### config.mk
export PLATFORM = sky130hd
export DESIGN_NAME = qpm_mailbox_top
export DESIGN_NICKNAME = d
export VERILOG_FILES = /design/src/rtl/qpm_pkg.sv /design/src/rtl/qpm_port_if.sv /design/src/rtl/qpm_port_front.sv /design/src/rtl/qpm_mailbox_top.sv
export SDC_FILE = /design/constraint.sdc
export NUM_CORES = 2
export LEC_CHECK = 0
export ABC_CLOCK_PERIOD_IN_PS = 5700
export BUFFER_PORTS_ARGS = -buffer_cell sky130_fd_sc_hd__clkbuf_2
export CAP_MARGIN = 20
export CELL_PAD_IN_SITES_DETAIL_PLACEMENT = 1
export CELL_PAD_IN_SITES_GLOBAL_PLACEMENT = 1
export CORE_MARGIN = 2
export CORE_UTILIZATION = 47
export CTS_CLUSTER_SIZE = 16
export DETAILED_ROUTE_END_ITERATION = 6
export PLACE_DENSITY = 0.91
export SKIP_LAST_GASP = 1
export SYNTH_ARGS = -nofsm -noshare
export SYNTH_HDL_FRONTEND = slang
export SYNTH_HIERARCHICAL = 1
export SYNTH_SLANG_ARGS = --single-unit
### constraint.sdc
create_clock -name ref_clk_i -period 5.7 [get_ports ref_clk_i]
set_clock_uncertainty 0.2 [all_clocks]
set_input_delay 0.285 -clock ref_clk_i [delete_from_list [all_inputs] [get_ports ref_clk_i]]
set_output_delay 0.285 -clock ref_clk_i [all_outputs]
set_load 0.01 [all_outputs]
### src/rtl/qpm_pkg.sv
`default_nettype none

package qpm_pkg;

  // Port count and data path widths
  localparam int NPORT = 4;
  localparam int AW = 16;
  localparam int DW = 18;

  // Address bits compared for a mailbox hit, deep and half-deep array
  localparam int MBX_MATCH_64K = 16;
  localparam int MBX_MATCH_32K = 15;

  // Captured control vector, one bit per pin
  localparam int CTL_W = 9;
  localparam int CTL_RW = 0;
  localparam int CTL_SEL_N = 1;
  localparam int CTL_SEL_HI = 2;
  localparam int CTL_LOAD_N = 3;
  localparam int CTL_ADV_N = 4;
  localparam int CTL_MASK_LOAD_N_N = 5;
  localparam int CTL_OE_N = 6;
  localparam int CTL_BE_LO_N = 7;
  localparam int CTL_BE_HI_N = 8;
  localparam int LO_BYTE_W = 9;

  typedef logic [AW-1:0] qpm_addr_t;
  typedef logic [DW-1:0] qpm_word_t;
  typedef logic [CTL_W-1:0] qpm_ctl_t;

  // Values after reset: deselected controls, cleared counter, open mask
  localparam qpm_ctl_t CTL_IDLE = 9'h1fb;
  localparam qpm_addr_t CNT_RESET = 16'h0000;
  localparam qpm_addr_t MASK_RESET = 16'hffff;
  localparam qpm_word_t WORD_RESET = 18'h00000;
  localparam logic IRQ_IDLE = 1'b1;

endpackage

`default_nettype wire

### src/rtl/qpm_port_if.sv
`timescale 1ns/10ps
`default_nettype none

// One port's captured access, valid in the cycle that tick is high
interface qpm_port_if;
  logic tick;
  qpm_pkg::qpm_addr_t addr;
  qpm_pkg::qpm_word_t wdata;
  qpm_pkg::qpm_ctl_t ctl;

  modport src (output tick, output addr, output wdata, output ctl);
  modport dst (input tick, input addr, input wdata, input ctl);
endinterface

`default_nettype wire

### src/rtl/qpm_port_front.sv
`timescale 1ns/10ps
`default_nettype none

module qpm_port_front (
  input wire logic ref_clk_i,
  input wire logic rst_n_i,
  input wire logic port_clk_i,
  input wire qpm_pkg::qpm_addr_t addr_i,
  input wire qpm_pkg::qpm_word_t wdata_i,
  input wire qpm_pkg::qpm_ctl_t ctl_i,
  qpm_port_if.src port_o
);
  import qpm_pkg::*;

  localparam int BUS_W = 1 + AW + DW + CTL_W;
  localparam logic [BUS_W-1:0] BUS_IDLE = {CTL_IDLE, WORD_RESET, CNT_RESET, 1'b0};

  logic [BUS_W-1:0] s1_reg;
  logic [BUS_W-1:0] s2_reg;
  logic [BUS_W-1:0] s3_reg;
  logic clk_lvl_reg;
  logic clk_agree;
  logic rise;

  // Clock and pins share one pipe so the fields stay aligned with the edge
  always_ff @(posedge ref_clk_i) begin
    if (!rst_n_i) begin
      s1_reg <= BUS_IDLE;
      s2_reg <= BUS_IDLE;
      s3_reg <= BUS_IDLE;
    end else begin
      s1_reg <= {ctl_i, wdata_i, addr_i, port_clk_i};
      s2_reg <= s1_reg;
      s3_reg <= s2_reg;
    end
  end

  // A clock level counts only once two stages agree
  assign clk_agree = (s2_reg[0] == s3_reg[0]);
  assign rise = clk_agree && s3_reg[0] && !clk_lvl_reg;

  always_ff @(posedge ref_clk_i) begin
    if (!rst_n_i) begin
      clk_lvl_reg <= 1'b0;
    end else if (clk_agree) begin
      clk_lvl_reg <= s3_reg[0];
    end
  end

  // Inputs are registered on the port's rising edge only
  always_ff @(posedge ref_clk_i) begin
    if (!rst_n_i) begin
      port_o.tick <= 1'b0;
      port_o.addr <= CNT_RESET;
      port_o.wdata <= WORD_RESET;
      port_o.ctl <= CTL_IDLE;
    end else begin
      port_o.tick <= rise;
      if (rise) begin
        port_o.addr <= s3_reg[AW:1];
        port_o.wdata <= s3_reg[AW+DW:AW+1];
        port_o.ctl <= s3_reg[BUS_W-1:AW+DW+1];
      end
    end
  end

endmodule

`default_nettype wire

### src/rtl/qpm_mailbox_top.sv
`timescale 1ns/10ps
`default_nettype none

module qpm_mailbox_top #(
  parameter int MATCH_W = qpm_pkg::MBX_MATCH_64K
) (
  input wire logic ref_clk_i,
  input wire logic rst_n_i,
  input wire logic global_reset_n_i,
  input wire logic [qpm_pkg::NPORT-1:0] port_clk_i,
  input wire qpm_pkg::qpm_addr_t [qpm_pkg::NPORT-1:0] port_addr_i,
  input wire qpm_pkg::qpm_word_t [qpm_pkg::NPORT-1:0] port_wdata_i,
  input wire logic [qpm_pkg::NPORT-1:0] port_rw_i,
  input wire logic [qpm_pkg::NPORT-1:0] select_active_low_n_i,
  input wire logic [qpm_pkg::NPORT-1:0] select_active_high_i,
  input wire logic [qpm_pkg::NPORT-1:0] count_load_n_i,
  input wire logic [qpm_pkg::NPORT-1:0] count_advance_n_i,
  input wire logic [qpm_pkg::NPORT-1:0] mask_load_n_i,
  input wire logic [qpm_pkg::NPORT-1:0] port_oe_n_i,
  input wire logic [qpm_pkg::NPORT-1:0] lower_byte_en_n_i,
  input wire logic [qpm_pkg::NPORT-1:0] upper_byte_en_n_i,
  output logic [qpm_pkg::NPORT-1:0] mbx_irq_n_o,
  output logic [qpm_pkg::NPORT-1:0] wrap_irq_n_o,
  output qpm_pkg::qpm_word_t [qpm_pkg::NPORT-1:0] mbx_rdata_o,
  output logic [qpm_pkg::NPORT-1:0] mbx_rdata_lo_oe_o,
  output logic [qpm_pkg::NPORT-1:0] mbx_rdata_hi_oe_o,
  output logic [qpm_pkg::NPORT-1:0] port_awake_o,
  output qpm_pkg::qpm_addr_t [qpm_pkg::NPORT-1:0] count_addr_o
);
  import qpm_pkg::*;

  localparam qpm_addr_t MATCH_MASK = AW'((32'd1 << MATCH_W) - 32'd1);

  // Global reset pin synchroniser and accepted level
  logic gr_s1_reg;
  logic gr_s2_reg;
  logic gr_s3_reg;
  logic gr_lvl_reg;
  logic sys_rst_n;

  // Per-port captured access and derived events
  qpm_ctl_t [NPORT-1:0] ctl_in;
  logic [NPORT-1:0] tick;
  qpm_addr_t [NPORT-1:0] cap_addr;
  qpm_word_t [NPORT-1:0] cap_wdata;
  qpm_ctl_t [NPORT-1:0] cap_ctl;
  logic [NPORT-1:0] sel;
  logic [NPORT-1:0] wr_ev;
  logic [NPORT-1:0] rd_ev;
  logic [NPORT-1:0] set_ev;
  logic [NPORT-1:0] clr_ev;
  logic [NPORT-1:0] wrap_hit;
  logic [NPORT-1:0] rd_mbx;
  qpm_addr_t [NPORT-1:0] eff_addr;
  qpm_addr_t [NPORT-1:0] inc_addr;
  qpm_word_t rd_word [NPORT];

  // Block state
  qpm_addr_t cnt_reg [NPORT];
  qpm_addr_t mask_reg [NPORT];
  qpm_word_t mbx_word_reg [NPORT];
  logic [NPORT-1:0] flag_n_reg;
  logic [NPORT-1:0] wrap_n_reg;
  logic [NPORT-1:0] awake_reg;
  qpm_word_t [NPORT-1:0] rdata_reg;
  logic [NPORT-1:0] lo_oe_reg;
  logic [NPORT-1:0] hi_oe_reg;

  // Mailbox of port idx sits idx below the top of the compared range
  function automatic logic mbx_hit(input qpm_addr_t a, input int idx);
    return ((a ^ ~AW'(idx)) & MATCH_MASK) == CNT_RESET;
  endfunction

  // Unmasked bits count as one concatenated field; masked bits hold
  function automatic qpm_addr_t masked_inc(input qpm_addr_t c, input qpm_addr_t m);
    qpm_addr_t carry;
    carry = (c | ~m) + 16'h0001;
    return (carry & m) | (c & ~m);
  endfunction

  // Global reset takes effect on the reference clock, never a port clock
  always_ff @(posedge ref_clk_i) begin
    if (!rst_n_i) begin
      gr_s1_reg <= 1'b1;
      gr_s2_reg <= 1'b1;
      gr_s3_reg <= 1'b1;
      gr_lvl_reg <= 1'b1;
    end else begin
      gr_s1_reg <= global_reset_n_i;
      gr_s2_reg <= gr_s1_reg;
      gr_s3_reg <= gr_s2_reg;
      if (gr_s2_reg == gr_s3_reg) begin
        gr_lvl_reg <= gr_s3_reg;
      end
    end
  end

  assign sys_rst_n = rst_n_i && gr_lvl_reg;

  qpm_port_if pif [NPORT] ();

  // One synchronising front end per port clock
  for (genvar i = 0; i < NPORT; i++) begin : g_port
    assign ctl_in[i] = {upper_byte_en_n_i[i], lower_byte_en_n_i[i], port_oe_n_i[i],
                        mask_load_n_i[i], count_advance_n_i[i], count_load_n_i[i],
                        select_active_high_i[i], select_active_low_n_i[i], port_rw_i[i]};

    qpm_port_front u_front (
      .ref_clk_i(ref_clk_i),
      .rst_n_i(sys_rst_n),
      .port_clk_i(port_clk_i[i]),
      .addr_i(port_addr_i[i]),
      .wdata_i(port_wdata_i[i]),
      .ctl_i(ctl_in[i]),
      .port_o(pif[i])
    );

    assign tick[i] = pif[i].tick;
    assign cap_addr[i] = pif[i].addr;
    assign cap_wdata[i] = pif[i].wdata;
    assign cap_ctl[i] = pif[i].ctl;
  end

  // Access decode; output and byte enables take no part here
  always_comb begin
    for (int i = 0; i < NPORT; i++) begin
      sel[i] = !cap_ctl[i][CTL_SEL_N] && cap_ctl[i][CTL_SEL_HI];
      inc_addr[i] = masked_inc(cnt_reg[i], mask_reg[i]);
      if (!cap_ctl[i][CTL_LOAD_N]) begin
        eff_addr[i] = cap_addr[i];
      end else if (!cap_ctl[i][CTL_ADV_N]) begin
        eff_addr[i] = inc_addr[i];
      end else begin
        eff_addr[i] = cnt_reg[i];
      end
      wr_ev[i] = tick[i] && sel[i] && !cap_ctl[i][CTL_RW];
      rd_ev[i] = tick[i] && sel[i] && cap_ctl[i][CTL_RW];
      wrap_hit[i] = cap_ctl[i][CTL_LOAD_N] && !cap_ctl[i][CTL_ADV_N]
                    && (mask_reg[i] != CNT_RESET)
                    && ((inc_addr[i] & mask_reg[i]) == CNT_RESET);
    end
  end

  // Set comes only from other ports; clear only from the owner
  always_comb begin
    for (int t = 0; t < NPORT; t++) begin
      set_ev[t] = 1'b0;
      clr_ev[t] = rd_ev[t] && mbx_hit(eff_addr[t], t);
      for (int j = 0; j < NPORT; j++) begin
        if (j != t && wr_ev[j] && mbx_hit(eff_addr[j], t)) begin
          set_ev[t] = 1'b1;
        end
      end
    end
  end

  // Which mailbox word, if any, a read selects
  always_comb begin
    for (int i = 0; i < NPORT; i++) begin
      rd_mbx[i] = 1'b0;
      rd_word[i] = WORD_RESET;
      for (int m = 0; m < NPORT; m++) begin
        if (mbx_hit(eff_addr[i], m)) begin
          rd_mbx[i] = 1'b1;
          rd_word[i] = mbx_word_reg[m];
        end
      end
    end
  end

  // Mailbox flags, one shared domain, so set and clear never race
  always_ff @(posedge ref_clk_i) begin
    if (!sys_rst_n) begin
      flag_n_reg <= {NPORT{IRQ_IDLE}};
    end else begin
      for (int t = 0; t < NPORT; t++) begin
        if (set_ev[t]) begin
          flag_n_reg[t] <= 1'b0;
        end else if (clr_ev[t]) begin
          flag_n_reg[t] <= 1'b1;
        end
      end
    end
  end

  // Address counter and mask, stepped on the port's own edge
  always_ff @(posedge ref_clk_i) begin
    if (!sys_rst_n) begin
      for (int i = 0; i < NPORT; i++) begin
        cnt_reg[i] <= CNT_RESET;
        mask_reg[i] <= MASK_RESET;
      end
    end else begin
      for (int i = 0; i < NPORT; i++) begin
        if (tick[i]) begin
          if (!cap_ctl[i][CTL_LOAD_N]) begin
            cnt_reg[i] <= cap_addr[i];
          end else if (!cap_ctl[i][CTL_ADV_N]) begin
            cnt_reg[i] <= inc_addr[i];
          end
          if (!cap_ctl[i][CTL_MASK_LOAD_N_N]) begin
            mask_reg[i] <= cap_addr[i];
          end
        end
      end
    end
  end

  // Wrap pulse stays low for one port cycle, released at the next edge
  always_ff @(posedge ref_clk_i) begin
    if (!sys_rst_n) begin
      wrap_n_reg <= {NPORT{IRQ_IDLE}};
    end else begin
      for (int i = 0; i < NPORT; i++) begin
        if (tick[i]) begin
          wrap_n_reg[i] <= !wrap_hit[i];
        end
      end
    end
  end

  // Mailbox storage; lowest port wins a collision in each byte lane it enables
  always_ff @(posedge ref_clk_i) begin
    if (!sys_rst_n) begin
      for (int m = 0; m < NPORT; m++) begin
        mbx_word_reg[m] <= WORD_RESET;
      end
    end else begin
      for (int m = 0; m < NPORT; m++) begin
        for (int j = NPORT - 1; j >= 0; j--) begin
          if (wr_ev[j] && mbx_hit(eff_addr[j], m)) begin
            if (!cap_ctl[j][CTL_BE_LO_N]) begin
              mbx_word_reg[m][LO_BYTE_W-1:0] <= cap_wdata[j][LO_BYTE_W-1:0];
            end
            if (!cap_ctl[j][CTL_BE_HI_N]) begin
              mbx_word_reg[m][DW-1:LO_BYTE_W] <= cap_wdata[j][DW-1:LO_BYTE_W];
            end
          end
        end
      end
    end
  end

  // Power state follows the enables sampled at each port edge
  always_ff @(posedge ref_clk_i) begin
    if (!sys_rst_n) begin
      awake_reg <= '0;
    end else begin
      for (int i = 0; i < NPORT; i++) begin
        if (tick[i]) begin
          awake_reg[i] <= sel[i];
        end
      end
    end
  end

  // Read data path; a port woken this edge does not drive until the next
  always_ff @(posedge ref_clk_i) begin
    if (!sys_rst_n) begin
      rdata_reg <= '0;
      lo_oe_reg <= '0;
      hi_oe_reg <= '0;
    end else begin
      for (int i = 0; i < NPORT; i++) begin
        if (tick[i]) begin
          if (rd_ev[i] && rd_mbx[i]) begin
            rdata_reg[i] <= rd_word[i];
          end
          lo_oe_reg[i] <= rd_ev[i] && rd_mbx[i] && awake_reg[i]
                          && !cap_ctl[i][CTL_OE_N] && !cap_ctl[i][CTL_BE_LO_N];
          hi_oe_reg[i] <= rd_ev[i] && rd_mbx[i] && awake_reg[i]
                          && !cap_ctl[i][CTL_OE_N] && !cap_ctl[i][CTL_BE_HI_N];
        end
      end
    end
  end

  // All outputs come straight from registers
  assign mbx_irq_n_o = flag_n_reg;
  assign wrap_irq_n_o = wrap_n_reg;
  assign mbx_rdata_o = rdata_reg;
  assign mbx_rdata_lo_oe_o = lo_oe_reg;
  assign mbx_rdata_hi_oe_o = hi_oe_reg;
  assign port_awake_o = awake_reg;
  always_comb begin
    for (int i = 0; i < NPORT; i++) begin
      count_addr_o[i] = cnt_reg[i];
    end
  end

  // Checks per port
  for (genvar k = 0; k < NPORT; k++) begin : g_chk

  end
endmodule

`default_nettype wire

# Word-level counts from Yosys, hierarchy flattened

Memory sizes are Yosys's and may differ from the RTL's.
Cells that the tools add are included.

Bits in registers: 804
Memory bits (writable): 200
Input port bits: 179
Output and inout bits: 156
Logic and storage cells: 558
Memories: 3

Memories:

| name         | depth | bits a word | read ports | clocked after Yosys merged registers in | write ports | line                  | text |
|---|---|---|---|---|---|---|---|
| mbx_word_reg | 4     | 18          | 4          | 0                                       | 4           | qpm_mailbox_top.sv:61 | `qpm_word_t mbx_word_reg [NPORT];` |
| cnt_reg      | 4     | 16          | 4          | 0                                       | 4           | qpm_mailbox_top.sv:59 | `qpm_addr_t cnt_reg [NPORT];` |
| mask_reg     | 4     | 16          | 4          | 0                                       | 4           | qpm_mailbox_top.sv:60 | `qpm_addr_t mask_reg [NPORT];` |

$add $sub $neg: 4
Eq/ne operators: 5
Muxes and demuxes: 261
Bitwise gates (word level): 84
Reductions and logical operators: 141

Operator list:

| cell                                                             | number |
|---|---|
| 16-bit logical NOT                                               | 20 |
| 16-bit two-way mux                                               | 20 |
| 18-bit two-way mux                                               | 16 |
| 9-bit two-way mux                                                | 32 |
| 1-bit two-way mux                                                | 193 |
| 16-bit AND                                                       | 12 |
| 16-bit inverter                                                  | 8 |
| 16-bit OR                                                        | 8 |
| 15-bit inverter                                                  | 8 |
| 1-bit logical AND                                                | 77 |
| 16-bit by 1-bit adder with 16-bit output (second input constant) | 4 |
| 16-bit nonzero test                                              | 4 |
| 14-bit inverter                                                  | 4 |
| 1-bit OR                                                         | 44 |
| 1-bit logical NOT                                                | 32 |
| 2-bit AND reduction                                              | 4 |
| 2-bit nonzero test                                               | 4 |
| 1-bit equality test                                              | 5 |

# Longest topological paths before layout

An unclocked memory read counts as a cell.

Word-level depth: 18
Mapped depth: 16

# Modules after synthesis

The synthesis kept the hierarchy.

Modules (own cells, without submodules):

| module          | times used | cells each | area an instance (um^2) | seq. area each (um^2) |
|---|---|---|---|---|
| qpm_port_front  | 4          | 472        | 5,373.9                 | 3,543.4 |
| qpm_mailbox_top | 1          | 2,289      | 20,017.9                | 7,927.6 |

# Worst setup path after synthesis

Ideal clock, no wire load.

Path type: reg2reg
From: memory mask_reg[3][3] (netlist name)
To: memory mbx_word_reg[3][0] (netlist name) (enable)
Library setup time: 0.380 ns
Arrival: 3.722 ns
Data required time: 5.120 ns
Setup slack: 1.398 ns
Stages on the path, launching flop included: 12
Period minus slack after synthesis: 4.302 ns
Path through: edfxtp_1 nor2b_1 or4_1 nor3_2 mux2i_1 o211a_1 or4_1 clkbuf_1 nor3_2 clkbuf_1 inv_1 o2111ai_1

RTL lines:

| what            | line |
|---|---|
| start, declared | qpm_mailbox_top.sv:60 |
| end, declared   | qpm_mailbox_top.sv:61 |

==> results.cfg <==
[setup_path]
critPathSlowestCell = or4_1
endpoint_kind = flip-flop
critical_path.max_stage_delay_ns = 0.71
cp-start-kind = flip-flop
crit_type = reg -> reg
worstPathCellList = nor2b_2 -> or4_1 -> nor4_1 -> mux2_2 -> o211a_1 -> a21oi_1 -> or4_4 -> o21a_1 -> o2111ai_1
required_ns = 5.75
crit_fanout = 12
cp.arrival_ns = 5.11

[synth]
synth.top_cell.area_share = 0.388
avgSynthCellArea_sq_um = 9.94
ys_async_sr_fraction = 0
syn_inst = 4177
yosys-top-cells-area = dfxtp_1, edfxtp_1, and2_1
synth_top_cells_by_count = dfxtp_1, nand2_1, and2_1
syn_area_sq_mm = 0.0415
synth.distinct_cells = 85
synth_area_leader_cell = dfxtp_1
synth_edf_count = 200
ys.warnings.count = 6
synth_top_flop_cell = dfxtp_1
seq_area_frac_synth = 0.532
yosysMostFrequentCell = dfxtp_1
synthesis.nets = 4372
ys_ff_latch = 1004

[die]
start_util = 0.472
die-area_sq_mm = 0.0907
pin_count = 335
rows = 109
dieWidth_um = 301
coreArea_sq_mm = 0.0880
die_h_um = 301

[finish]
syn_to_final_growth_pct = 18.8
layout.cells.non_filler = 5859
multiInputGateArea_sq_mm = 0.0177
final-seq-area_sq_mm = 0.0221
final_layout_size_suffix_gt1_frac = 0.139
fillCellCount = 9605
nets = 4787

[timing]
tightest_slew_ns = 1.11
setup_viol = 0
tns_ns = 0
rsz0062_at_grt = false
final_max_slew_viol_count = 0
fmax_ghz = 0.198
finalCritPeriodShare = 0.888
hold_viol_final = 0
post-route-min-period_ns = 5.06
maxSlewHeadroom = 0.257

[status]
outcome = finished clean

[grt]
grt-ovfl-total = 0
grt_pass1_vias = 36187
grt_max_degree = 228
antenna_found_initial = 9
grt_pass1_wl_mm = 231
grt_use_total = 0.337

[route]
wl_mm = 156
viasPerCell = 5.91
vias = 34617
drt_first_pass_iters = 7
ant_nets = 0
drt_iter0_drc = 3656
wl_per_cell_um = 26.7
drc = 0

[cts]
clkTransAtPathRegs_ns = 0.07
cts_buffers = 104
cts_sinks = 1004
cts_buffer_depth = 3
cts-root-buf = clkbuf_16
htreeDepth = 3
insertion_delay_ns = 0.70
cts_tree = done

[pwr]
peakVddDrop_v = 0.000241
pwr_density_cell_mw_per_mm2 = 313
leakagePower_uw = 0.0184

[place]
dp.cells = 5470
hpwl_mm = 101
globalplace.congestion = 0.991
portBuffers = 334

[flow_run]
drv_cap = 0

[min_path]
hold_class = in -> reg
==> power breakdown <==
group | switching [uW] | internal (uW)
combinational | 405 | 310
sequential | 136 | 7430
clock | 3120 | 4050
==> what timing repair did <==
action	CTS	global route
hold endpoints to repair	180	0
hold buffers	179	0
resized for setup	0	0
buffers inserted	0	0
==> path summary, 6_finish.rpt <==
kind,end,slack [ns],start,depth (start not counted)
worst max-delay path,mbx_word_reg[3][16]$_DFFE_PP_,0.64,mask_reg[1][3]$_SDFFCE_PN1P_,9
worst min-delay path,g_port[1].u_front/s1_reg[40]$_SDFF_PN1_,0.12,mask_load_n_i[1],3
worst max register to register,mbx_word_reg[3][16]$_DFFE_PP_,0.64,mask_reg[1][3]$_SDFFCE_PN1P_,9
worst min register to register,g_port[3].u_front/s3_reg[40]$_SDFF_PN1_,0.21,g_port[3].u_front/s2_reg[40]$_SDFF_PN1_,1
==> metrics by stage <==
step | area, sq um | hold slack, ns | total power, uW | setup slack, ns | util
after floorplan | 41500 | 0.158 | 8020 | 1.40 | -
after global placement | 43900 | 0.189 | 8250 | 0.789 | 0.499
after detailed placement | 43900 | 0.194 | 8280 | 0.711 | 0.499
after CTS | 49200 | 0.0827 | 15400 | 0.650 | 0.560
after global routing | 49300 | 0.112 | 15900 | 0.254 | 0.561
final | 49300 | 0.123 | 15400 | 0.637 | 0.561
==> metal layers <==
metal	vias up	global-route usage	part of all wire
li1	15430	-	-
met1	17187	0.414	0.39
met2	1608	0.571	0.49
met3	392	0.0604	0.078
met4	0	0.161	0.050
met5	-	0	0
==> worst max-delay path, delay by kind of cell, from the launching register on <==
family | cells | cell delay [ns]
flops | 1 | 0.45
simple gates | 4 | 1.76
mux | 1 | 0.40
compound gates | 4 | 1.80
==> cell families (layout without fill, tap and decap cells) <==
group                      count (synthesis)  in the layout  synth area share
xor gates and xnor gates                  69             69            0.0146
DFF                                     1004           1004             0.532
other                                      0             11                 0
AOI/OAI and AO/OA                        598            598             0.101
and+or+nand+nor                         1858           1858             0.238
muxes                                    249            249            0.0655
buffers and inverters                    383            889            0.0435
adders and majority gates                 16             16           0.00482
==> layout by cell type (no fill, tap or decap), types with 36 or more instances in the layout <==
cell	n
inv_1	108
o21ai_0	75
dfxtp_1	804
xnor2_1	36
nand3b_1	42
nor2_1	166
nor4_1	36
nand2_1	595
a211oi_1	55
a21oi_1	105
and2_1	467
nand4_1	89
o31ai_1	60
nor2b_1	43
dlygate4sd3_1	179
clkbuf_2	335
or3_1	82
a31oi_1	45
mux2i_1	228
nand2b_1	152
nand3_1	61
buf_4	65
clkbuf_16	109
edfxtp_1	200
o211ai_1	70
==> layout make-up <==
class,count,area share
flip-flops and latches,1004,0.448
multi-input cells,2790,0.359
repair buffers,583,0.0824
clock buffers,148,0.0611
well taps,1165,0.0296
clock inverters,49,0.0108
inverters,109,0.00845
diodes,11,0.000558
(Power assumes the default switching activity.)
